`src/hdl/sso_params.svh`:
```
`ifndef SSO_PARAMS_SVH
`define SSO_PARAMS_SVH

// Register byte offsets
`define SSO_CFG_A_OFS 12'h000
`define SSO_CFG_B_OFS 12'h004
`define SSO_STAT_OFS 12'h008
`define SSO_CLR_OFS 12'h00C
`define SSO_FS_CFG_OFS 12'h010

// Switch configuration fields
`define SSO_SEL_LSB 0
`define SSO_SENSE_BIT 3
`define SSO_THR_LSB 16

// Reset values
`define SSO_CFG_RST 32'h0000_0000
`define SSO_FS_PERSIST_RST 16'h0064
`define SSO_FS_RECOVER_RST 16'h0064

// Status fields
`define SSO_ST_OUT_A 0
`define SSO_ST_OUT_B 1
`define SSO_ST_FAILSAFE 2
`define SSO_ST_RESET_LATCH 3

// Clear register bit
`define SSO_CLR_RESET_BIT 0

`endif

```
`src/hdl/sso_pkg.sv`:
```
package sso_pkg;
    typedef enum logic [2:0] {
        SSO_SEL_UNUSED = 3'h0,
        SSO_SEL_FAILSAFE = 3'h1,
        SSO_SEL_RESET = 3'h2,
        SSO_SEL_POS_ERR = 3'h3,
        SSO_SEL_TIGHT = 3'h4,
        SSO_SEL_LOW = 3'h5,
        SSO_SEL_HIGH = 3'h6,
        SSO_SEL_MODE = 3'h7
    } sso_sel_e;

    typedef enum logic [2:0] {
        SSO_FS_NORMAL = 3'b001,
        SSO_FS_HOLD = 3'b010,
        SSO_FS_RECOVER = 3'b100
    } sso_fs_e;

    typedef logic [15:0] sso_pos_t;
endpackage

```
`src/hdl/sso_failsafe.sv`:
```
`timescale 1ns/1ps
// Fail-safe entry after persistent error, exit after self-recovery
module sso_failsafe
    import sso_pkg::*;
(
    // Clock and reset
    input wire logic clk,
    input wire logic rst,
    // Timing in cycles
    input wire logic [15:0] persist_cycles,
    input wire logic [15:0] recover_cycles,
    // Diagnostic
    input wire logic diag_err,
    // State
    output logic failsafe,
    output logic self_reset
);
    typedef struct packed {
        sso_fs_e state_r;
        logic [15:0] cnt_r;
        logic reset_r;
    } sso_fs_s;

    sso_fs_s st_r;
    sso_fs_s st_nxt;

    always_comb begin
        st_nxt = st_r;
        st_nxt.reset_r = 1'b0;
        case (st_r.state_r)
            SSO_FS_NORMAL: begin
                // Any break in the error restarts the persistence count
                if (!diag_err) begin
                    st_nxt.cnt_r = '0;
                end else if (st_r.cnt_r + 16'h0001 >= persist_cycles) begin
                    st_nxt.state_r = SSO_FS_HOLD;
                    st_nxt.cnt_r = '0;
                end else begin
                    st_nxt.cnt_r = st_r.cnt_r + 16'h0001;
                end
            end
            SSO_FS_HOLD: begin
                if (!diag_err) begin
                    st_nxt.state_r = SSO_FS_RECOVER;
                    st_nxt.cnt_r = '0;
                end
            end
            SSO_FS_RECOVER: begin
                if (diag_err) begin
                    st_nxt.state_r = SSO_FS_HOLD;
                end else if (st_r.cnt_r + 16'h0001 >= recover_cycles) begin
                    st_nxt.state_r = SSO_FS_NORMAL;
                    st_nxt.reset_r = 1'b1;
                    st_nxt.cnt_r = '0;
                end else begin
                    st_nxt.cnt_r = st_r.cnt_r + 16'h0001;
                end
            end
            default: begin
                st_nxt.state_r = SSO_FS_NORMAL;
                st_nxt.cnt_r = '0;
            end
        endcase
    end

    always_ff @(posedge clk) begin
        if (rst) begin
            st_r <= '{state_r: SSO_FS_NORMAL, cnt_r: 16'h0000, reset_r: 1'b0};
        end else begin
            st_r <= st_nxt;
        end
    end

    assign failsafe = st_r.state_r != SSO_FS_NORMAL;
    assign self_reset = st_r.reset_r;
endmodule

```
`src/hdl/sso_switch.sv`:
```
`timescale 1ns/1ps
// One contact output: condition select, sense, registered drive
module sso_switch
    import sso_pkg::*;
(
    // Clock and reset
    input wire logic clk,
    input wire logic rst,
    // Configuration
    input wire logic [2:0] sel,
    input wire logic sense,
    input wire sso_pkg::sso_pos_t thr,
    // Conditions
    input wire logic failsafe,
    input wire logic reset_latched,
    input wire logic pos_err,
    input wire logic tight_on,
    input wire sso_pkg::sso_pos_t tight_thr,
    input wire sso_pkg::sso_pos_t position,
    input wire logic abnormal_mode,
    // Contact drive, high closes
    output logic closed
);
    typedef struct packed {
        logic closed_r;
    } sso_sw_s;

    sso_sw_s st_r;
    sso_sw_s st_nxt;
    logic cond;

    always_comb begin
        case (sso_sel_e'(sel))
            SSO_SEL_UNUSED: cond = 1'b0;
            SSO_SEL_FAILSAFE: cond = failsafe;
            SSO_SEL_RESET: cond = reset_latched;
            SSO_SEL_POS_ERR: cond = pos_err;
            SSO_SEL_TIGHT: cond = tight_on && (position < tight_thr);
            SSO_SEL_LOW: cond = position < thr;
            SSO_SEL_HIGH: cond = position > thr;
            SSO_SEL_MODE: cond = abnormal_mode;
            default: cond = 1'b0;
        endcase
        st_nxt = st_r;
        // Unused switch stays open whatever the sense says
        if (sso_sel_e'(sel) == SSO_SEL_UNUSED) begin
            st_nxt.closed_r = 1'b0;
        end else begin
            st_nxt.closed_r = cond ^ sense;
        end
    end

    always_ff @(posedge clk) begin
        if (rst) begin
            st_r <= '0;
        end else begin
            st_r <= st_nxt;
        end
    end

    assign closed = st_r.closed_r;
endmodule

```
`src/hdl/sso_top.sv`:
```
`timescale 1ns/1ps
`include "sso_params.svh"

module sso_top
    import sso_pkg::*;
(
    // Clock and reset
    input wire logic SYS_CLK,
    input wire logic RESET,
    // AHB-Lite slave
    input wire logic HSEL,
    input wire logic [11:0] HADDR,
    input wire logic [1:0] HTRANS,
    input wire logic HWRITE,
    input wire logic [2:0] HSIZE,
    input wire logic [31:0] HWDATA,
    input wire logic HREADY,
    output logic [31:0] HRDATA,
    output logic HREADYOUT,
    output logic HRESP,
    // Internal status from the control core
    input wire logic DIAG_ERR,
    input wire logic POS_ERR,
    input wire logic TIGHT_ON,
    input wire sso_pkg::sso_pos_t TIGHT_THR,
    input wire sso_pkg::sso_pos_t POSITION,
    input wire logic ABNORMAL_MODE,
    // Contacts and fail-safe command
    output logic CONTACT_OUTPUT_A,
    output logic CONTACT_OUTPUT_B,
    output logic FAILSAFE_DRIVE
);
    import sso_pkg::*;

    typedef struct packed {
        logic [31:0] cfg_a_r;
        logic [31:0] cfg_b_r;
        logic [31:0] fs_cfg_r;
        logic reset_latch_r;
        logic wr_pend_r;
        logic [11:0] wr_addr_r;
        logic [31:0] rdata_r;
    } sso_top_s;

    sso_top_s st_r;
    sso_top_s st_nxt;
    logic fs_active;
    logic fs_self_reset;
    logic addr_ph;

    function automatic logic [31:0] read_mux(input logic [11:0] a, input sso_top_s s,
                                             input logic fs, input logic oa,
                                             input logic ob);
        logic [31:0] v;
        v = 32'h0000_0000;
        case (a)
            `SSO_CFG_A_OFS: v = s.cfg_a_r;
            `SSO_CFG_B_OFS: v = s.cfg_b_r;
            `SSO_FS_CFG_OFS: v = s.fs_cfg_r;
            `SSO_STAT_OFS: begin
                v[`SSO_ST_OUT_A] = oa;
                v[`SSO_ST_OUT_B] = ob;
                v[`SSO_ST_FAILSAFE] = fs;
                v[`SSO_ST_RESET_LATCH] = s.reset_latch_r;
            end
            default: v = 32'h0000_0000;
        endcase
        return v;
    endfunction

    ////////////////////////////////////////////////////////////////////////////////
    // Bus slave: zero wait states, writes land one cycle after the address phase
    assign addr_ph = HSEL && HREADY && HTRANS[1];

    always_comb begin
        st_nxt = st_r;
        st_nxt.wr_pend_r = addr_ph && HWRITE;
        st_nxt.wr_addr_r = HADDR;
        if (addr_ph && !HWRITE) begin
            st_nxt.rdata_r = read_mux(HADDR, st_r, fs_active, CONTACT_OUTPUT_A,
                                      CONTACT_OUTPUT_B);
        end
        if (st_r.wr_pend_r) begin
            case (st_r.wr_addr_r)
                `SSO_CFG_A_OFS: st_nxt.cfg_a_r = HWDATA;
                `SSO_CFG_B_OFS: st_nxt.cfg_b_r = HWDATA;
                `SSO_FS_CFG_OFS: st_nxt.fs_cfg_r = HWDATA;
                default: st_nxt.cfg_a_r = st_r.cfg_a_r;
            endcase
        end
        // A self-reset sets the latch even in the cycle software clears it
        if (st_r.wr_pend_r && st_r.wr_addr_r == `SSO_CLR_OFS
            && HWDATA[`SSO_CLR_RESET_BIT]) begin
            st_nxt.reset_latch_r = 1'b0;
        end
        if (fs_self_reset) begin
            st_nxt.reset_latch_r = 1'b1;
        end
    end

    always_ff @(posedge SYS_CLK) begin
        if (RESET) begin
            st_r.cfg_a_r <= `SSO_CFG_RST;
            st_r.cfg_b_r <= `SSO_CFG_RST;
            st_r.fs_cfg_r <= {`SSO_FS_RECOVER_RST, `SSO_FS_PERSIST_RST};
            st_r.reset_latch_r <= 1'b1;
            st_r.wr_pend_r <= 1'b0;
            st_r.wr_addr_r <= 12'h000;
            st_r.rdata_r <= 32'h0000_0000;
        end else begin
            st_r <= st_nxt;
        end
    end

    assign HRDATA = st_r.rdata_r;
    assign HREADYOUT = 1'b1;
    assign HRESP = 1'b0;

    ////////////////////////////////////////////////////////////////////////////////
    // Fail-safe supervisor
    sso_failsafe u_fs (
        .clk(SYS_CLK),
        .rst(RESET),
        .persist_cycles(st_r.fs_cfg_r[15:0]),
        .recover_cycles(st_r.fs_cfg_r[31:16]),
        .diag_err(DIAG_ERR),
        .failsafe(fs_active),
        .self_reset(fs_self_reset)
    );

    assign FAILSAFE_DRIVE = fs_active;

    ////////////////////////////////////////////////////////////////////////////////
    // Two identical switches; the external loop needs a DC series load
    sso_switch u_sw_a (
        .clk(SYS_CLK),
        .rst(RESET),
        .sel(st_r.cfg_a_r[`SSO_SEL_LSB +: 3]),
        .sense(st_r.cfg_a_r[`SSO_SENSE_BIT]),
        .thr(st_r.cfg_a_r[`SSO_THR_LSB +: 16]),
        .failsafe(fs_active),
        .reset_latched(st_r.reset_latch_r),
        .pos_err(POS_ERR),
        .tight_on(TIGHT_ON),
        .tight_thr(TIGHT_THR),
        .position(POSITION),
        .abnormal_mode(ABNORMAL_MODE),
        .closed(CONTACT_OUTPUT_A)
    );

    sso_switch u_sw_b (
        .clk(SYS_CLK),
        .rst(RESET),
        .sel(st_r.cfg_b_r[`SSO_SEL_LSB +: 3]),
        .sense(st_r.cfg_b_r[`SSO_SENSE_BIT]),
        .thr(st_r.cfg_b_r[`SSO_THR_LSB +: 16]),
        .failsafe(fs_active),
        .reset_latched(st_r.reset_latch_r),
        .pos_err(POS_ERR),
        .tight_on(TIGHT_ON),
        .tight_thr(TIGHT_THR),
        .position(POSITION),
        .abnormal_mode(ABNORMAL_MODE),
        .closed(CONTACT_OUTPUT_B)
    );
endmodule

```
`config.mk`:
```
export PLATFORM = sky130hd
export DESIGN_NAME = sso_top
export DESIGN_NICKNAME = d
export VERILOG_FILES = /design/src/hdl/sso_pkg.sv /design/src/hdl/sso_failsafe.sv /design/src/hdl/sso_switch.sv /design/src/hdl/sso_top.sv
export VERILOG_INCLUDE_DIRS = /design/src /design/src/hdl
export SDC_FILE = /design/constraint.sdc
export NUM_CORES = 1
export LEC_CHECK = 0
export BUFFER_PORTS_ARGS = -buffer_cell sky130_fd_sc_hd__buf_2
export CORE_UTILIZATION = 45
export CTS_CLUSTER_DIAMETER = 120
export CTS_CLUSTER_SIZE = 12
export DETAILED_ROUTE_END_ITERATION = 12
export GPL_TIMING_DRIVEN = 0
export PLACE_DENSITY = 0.68
export SYNTH_ARGS = -nofsm -noshare
export SYNTH_HDL_FRONTEND = slang
export SYNTH_SLANG_ARGS = --single-unit
```
`constraint.sdc`:
```
create_clock -name SYS_CLK -period 3.1 [get_ports SYS_CLK]
set_clock_uncertainty 0.15 [all_clocks]
set_input_delay 0.31 -clock SYS_CLK [delete_from_list [all_inputs] [get_ports SYS_CLK]]
set_output_delay 0.31 -clock SYS_CLK [all_outputs]
set_load 0.01 [all_outputs]
```
# Word-level counts from Yosys, hierarchy flattened
# Cells that the tools add are included.
[classes] shifts=0 muxes=15 bitwise_logic=3 eq_ne=29 multipliers=0 n_reduce_logical=21 n_lt_le_gt_ge=7 div_mod_pow=0 addsub=1
[op_table] cell="$pmux 28 s3" n=1
[op_table] cell="$pmux 19 s3" n=1
[op_table] cell="$lt 16x16->1" n=3
[op_table] cell="$mux 16" n=3
[op_table] cell="$ge 16x16->1" n=2
[op_table] cell="$gt 16x16->1" n=2
[op_table] cell="$eq 3x3->1 const B" n=9
[op_table] cell="$eq 12x3->1 const B" n=2
[op_table] cell="$eq 12x4->1 const B" n=2
[op_table] cell="$eq 12x5->1 const B" n=2
[op_table] cell="$logic_not 12->1" n=2
[op_table] cell="$mux 19" n=1
[op_table] cell="$mux 17" n=1
[op_table] cell="$add 16x1->16 const B" n=1
[op_table] cell="$pmux 1 s8" n=2
[op_table] cell="$pmux 4 s4" n=1
[op_table] cell="$eq 3x2->1 const B" n=5
[op_table] cell="$mux 3" n=4
[op_table] cell="$eq 3x1->1 const B" n=3
[op_table] cell="$reduce_and 2->1" n=4
[op_table] cell="$logic_and 1x1->1" n=7
[op_table] cell="$logic_not 3->1" n=2
[op_table] cell="$ne 2x2->1 const B" n=3
[op_table] cell="$reduce_or 2->1" n=3
[op_table] cell="9 further kinds" n=10
[totals] elab_cells=88 rom_bits=0 out_inout_bits=37 latchBits=0 regBits=164 n_memories=0 mem_bits_rw=0

# Logic depth before layout (Yosys ltp)
[depth] word_depth=5 ltp_mapped=16 mapped_depth_nobuf=14

# Hierarchy
# From an unflattened synthesis, not the netlist that was laid out.
[unflattened] hier_cells=1169 hier_area_um2=9765.6
[modules_own_cells] module="sso_top" n_inst=1 area_each_um2=5835.6 seq_area_each_um2=2842.7 cells_each=653
[modules_own_cells] module="sso_switch" n_inst=2 area_each_um2=993.5 seq_area_each_um2=20.0 cells_each=138
[modules_own_cells] module="sso_failsafe" n_inst=1 area_each_um2=1943.1 seq_area_each_um2=400.4 cells_each=240

# Least setup slack after synthesis
# No wires, ideal clock.
[synth_timing] path_type="register to register" start="reg u_fs.st_r[1] (netlist bit)" end="reg u_fs.st_r[11] (netlist bit)" arrival_time_ps=3087 slack_ps=-253 stages_incl_launch_ff=15 path_buffers=2 synth_period_minus_slack_ps=3353 path_cell_list="dfxtp_1 > ha_1 > and3_1 > and3_1 > clkbuf_1 > nor2b_1 > or2_2 > ha_1 > and4_1 > o21ai_0 > o32a_1 > a21oi_1 > o2bb2ai_2 > buf_2 > a22o_1"
[synth_via] elab_chain_cells=5 elab_cells_between_ends=8 classes_between="1 x add/sub; 2 x order compare; 5 x mux"
[synth_lines] element="start: declaration" line="sso_failsafe.sv:24" text="sso_fs_s st_r;"
[synth_lines] element="start signal: assignment" line="sso_failsafe.sv:68" text="st_r <= '{state_r: SSO_FS_NORMAL, cnt_r: 16'h0000, reset_r: 1'b0};"
[synth_lines] element="start signal: assignment" line="sso_failsafe.sv:70" text="st_r <= st_nxt;"
[synth_lines] element="$add 16x1->16 (*)"
[synth_lines] element="$ge 16x16->1 (on tied branches)" line="sso_failsafe.sv:51, sso_failsafe.sv:35"
[synth_lines] element="$mux 16 (on tied branches)" line="sso_failsafe.sv:51, sso_failsafe.sv:35"
[synth_lines] element="$mux 17 or $mux 16 (tied branches)" line="sso_failsafe.sv:49, sso_failsafe.sv:33"
[synth_lines] element="$pmux 19 s3 (*)" line="sso_failsafe.sv:30" text="case (st_r.state_r)"
# Mark *: on every way between the ends. The rest lies on a longest branch, timed or not. The select of a mux whose other input is x is not followed.
# A chain may end at the register's enable or synchronous reset.

# Worst setup path after layout
[layout_timing] start="reg u_fs.st_r[1] (netlist bit)" end="reg u_fs.st_r[16] (netlist bit)"
# The elaborated chain is that of the path after synthesis.

==> flow_summary.ini <==
[outcome]
status = complete, but fails checks
violations = setup timing

[setup_path]
r2r-start = u_fs.st_r[1]$_SDFFE_PP0P_
endpoint_kind = flop
cpPeakStageDelay_ns = 0.39
r2r_cells = 13
crit_path_start_kind = flop
cp.arrival_ns = 3.45
crit_chain = and3_4, nand3_4, or2_4, nor2_4, nand3_2, xnor2_2, ha_1, and4_1, a221o_1, a21oi_4, o2bb2ai_4, buf_6, a22o_1
crit_type = reg -> reg
worst-r2r-setup-slack_ns = -0.13
reg2reg_to = u_fs.st_r[16]$_SDFFE_PP0P_
cpMaxStageDelayCell = a221o_1
required_ns = 3.32
path_max_fanout = 8

[global_routing]
grt_pass1_wl_mm = 41.4
grt-busiest-layer = met2
grt_max_degree = 17
grtUsageMet1_pct = 34.4
grt_pass1_vias = 8100
antenna_found_initial = 0
grt.met2_usage_pct = 44.5
met3_usage_pct = 4.50
grt_use_total_pct = 26.8
overflow = 0

[run]
maxCapViolations = 0

[synth]
yosysSeqAreaShare_pct = 36.3
netlist_instances = 1155
ys_ff_latch = 164
synth_area_leaders = dfxtp_1 (36%), ha_1 (11%), nand2_1 (10%)
synth_top_area_share_pct = 36.3
synth_ff_type = dfxtp_1
synthDistinctLibCells = 55
avgSynthCellArea_um2 = 7.82
async_flop_share_pct = 0
syn_area_um2 = 9030
post-synth-top-area-cell = dfxtp_1
synth_edf_count = 0
synth_nets = 1325
yosysWarnings = 0

[power_and_ir_drop]
comb_power_share_pct = 7.7
cellInternalPower_mw = 3.55
ir_worst_vdd_mv = 0.354
power.density_nw_per_um2 = 416
p_sw_mw = 1.11
total_power_mw = 4.66
clkPwrFrac_pct = 46.7
leakage_nw = 4.65
seqPwrFrac_pct = 45.6
swShare_pct = 23.8

[timing]
fin_crit_ns = 3.23
period_share_pct = 104
slew_headroom_pct = 43.2
rsz0062_at_grt = yes
drv_slew = 0
hold_viol_final = 0
postLayoutSetupSlackWorst_ns = -0.133
finalHoldWorstSlack_ns = 0.00997
max_freq_mhz = 309
setup_viol = 18
max_slew.worst_pin.slew_ns = 0.852
totalNegativeSetupSlack_ns = -1.57

[drt]
drtIter0Drc = 523
drcViolationCount = 0
wl_per_cell_um = 16.6
ant_nets = 0
dr.pass1.iters = 5
vias_per_cell = 5.29
wl_mm = 26.8
vias = 8529

[clock_network]
cts_root_buffer = clkbuf_16
clockBufferDepth = 2
clkTransAtPathRegs_ns = 0.07
clock_latency_ns = 0.43
cts_num_sinks = 164
cts_buffers = 17
htreeDepth = 4
cts_tree = built

[die]
die_h_um = 144
dieArea_um2 = 20600
fp.coreArea_um2 = 19600
io_pins = 127
die_width_um = 144
initial_core_util_pct = 46.1
rows = 51

[cells_and_area]
insertedDiodeCount = 0
final_cell_mix = nand2_1 (247), dfxtp_1 (158), buf_2 (129), a21oi_1 (126), inv_1 (90)
layout_commonest_cell = nand2_1
final_layout_size_suffix_gt1_share_pct = 19.4
area_delta_synth_final_pct = 24.0
fillers = 1855
final_nets = 1505
seq_area_um2 = 3300
multi_input_area_um2 = 5110

[placed_design]
dpl.hpwl_mm = 20.0
portBuffers = 118
gp_congestion = 0.870

[worst_hold_path]
min_from = HWDATA[1]
hold_end = st_r[79]$_SDFFE_PP0P_
min_path_type = in -> reg
holdPathStages = 3
## metrics by stage
| stage | cell area [µm²] | std cells | setup slack [ns] | util, % |
|---|---|---|---|---|
| floorplan | 9100 | 1155 | 0.0432 | - |
| global placement | 10000 | 1538 | -0.331 | 51.1 |
| detailed placement | 10000 | 1538 | -0.397 | 51.1 |
| CTS | 11100 | 1610 | -0.0434 | 56.8 |
| global route | 11200 | 1613 | -0.239 | 57.2 |
| finish | 11200 | 1613 | -0.133 | 57.2 |
## worst max path at each step
| stage | from | to | slack (ns) | cells past startpoint |
|---|---|---|---|---|
| 2_1_floorplan | u_fs.st_r[1]$_SDFFE_PP0P_ | u_fs.st_r[11]$_SDFFE_PP0P_ | 0.04 | 14 |
| 3_3_place_gp | u_fs.st_r[1]$_SDFFE_PP0P_ | u_fs.st_r[3]$_SDFFE_PP0P_ | -0.33 | 14 |
| 3_5_place_dp | u_fs.st_r[5]$_SDFFE_PP0P_ | u_fs.st_r[3]$_SDFFE_PP0P_ | -0.40 | 14 |
| 4_1_cts | u_fs.st_r[1]$_SDFFE_PP0P_ | u_fs.st_r[14]$_SDFFE_PP0P_ | -0.04 | 13 |
| 5_1_grt | u_fs.st_r[1]$_SDFFE_PP0P_ | u_fs.st_r[3]$_SDFFE_PP0P_ | -0.24 | 14 |
| 6_report | u_fs.st_r[1]$_SDFFE_PP0P_ | u_fs.st_r[16]$_SDFFE_PP0P_ | -0.13 | 13 |
## cell families (layout without fill, tap and decap cells)
kind of cell,Yosys count,in the layout,synth area share (%)
compound gates,269,269,17.9
xor+xnor,13,13,1.26
fa+ha+maj,81,81,11.2
buf+inv,184,377,9.52
flops,164,164,36.3
mux,37,37,4.11
other cells,2,2,0.0831
simple gates,405,405,19.6
## power groups by stage
stage          Combinational, mW  Clock [mW]  Sequential [mW]
2_1_floorplan              0.174           0             2.17
3_3_place_gp               0.318           0             2.17
3_5_place_dp               0.323           0             2.17
4_1_cts                    0.356        2.19             2.12
5_1_grt                    0.397        2.28             2.12
6_report                   0.361        2.17             2.12
## synthesized netlist by cell type, drive strengths merged, types with 12 or more instances
cell type / number
nor2: 59
nand3: 16
nand4: 12
a21oi: 129
a22oi: 34
o21ai: 52
clkbuf: 39
inv: 90
nor2b: 21
dfxtp: 164
buf: 55
ha: 80
mux2i: 36
nand2: 248
## sequential cells by signal (all words and copies together), names as in the netlist
| name | count |
|---|---|
| u_fs.st_r | 19 |
| HRDATA | 32 |
| st_r | 110 |
| u_sw_b.closed | 1 |
| u_sw_a.closed | 1 |
| u_fs.self_reset | 1 |
## per-layer routing
metal / part of all wire [%] / up-vias
met4: 2.9 / 0
met5: 0 / -
li1: - / 4246
met3: 5.6 / 53
met1: 45 / 3959
met2: 46 / 271
## what timing repair did
item | 4_1_cts | 5_1_grt
pin swaps | 30 | 11
resized for setup | 35 | 12
endpoints found under the setup margin | 20 | 32
gates cloned | 1 | 0
hold endpoints to repair | 44 | 0
setup buffers | 11 | 3
hold buffers | 29 | 0
## worst max-delay path: cells and delay by family, from the launching register on
| family | cells | cell delay (ns) |
|---|---|---|
| and+or+nand+nor | 6 | 0.98 |
| DFF | 1 | 0.37 |
| AOI/OAI and AO/OA | 4 | 0.94 |
| xor gates and xnor gates | 1 | 0.24 |
| adders and majority gates | 1 | 0.31 |
| buffers and inverters | 1 | 0.17 |
## cell type report
class	instances	area share [%]
timing repair buffer	162	8.90
buffer	93	4.68
tap	265	2.96
clock buffer	22	4.33
multi-input combinational	807	45.6
inverter	90	3.02
clock inverter	10	1.05
sequential	164	29.4
(Power assumes the default switching activity.)
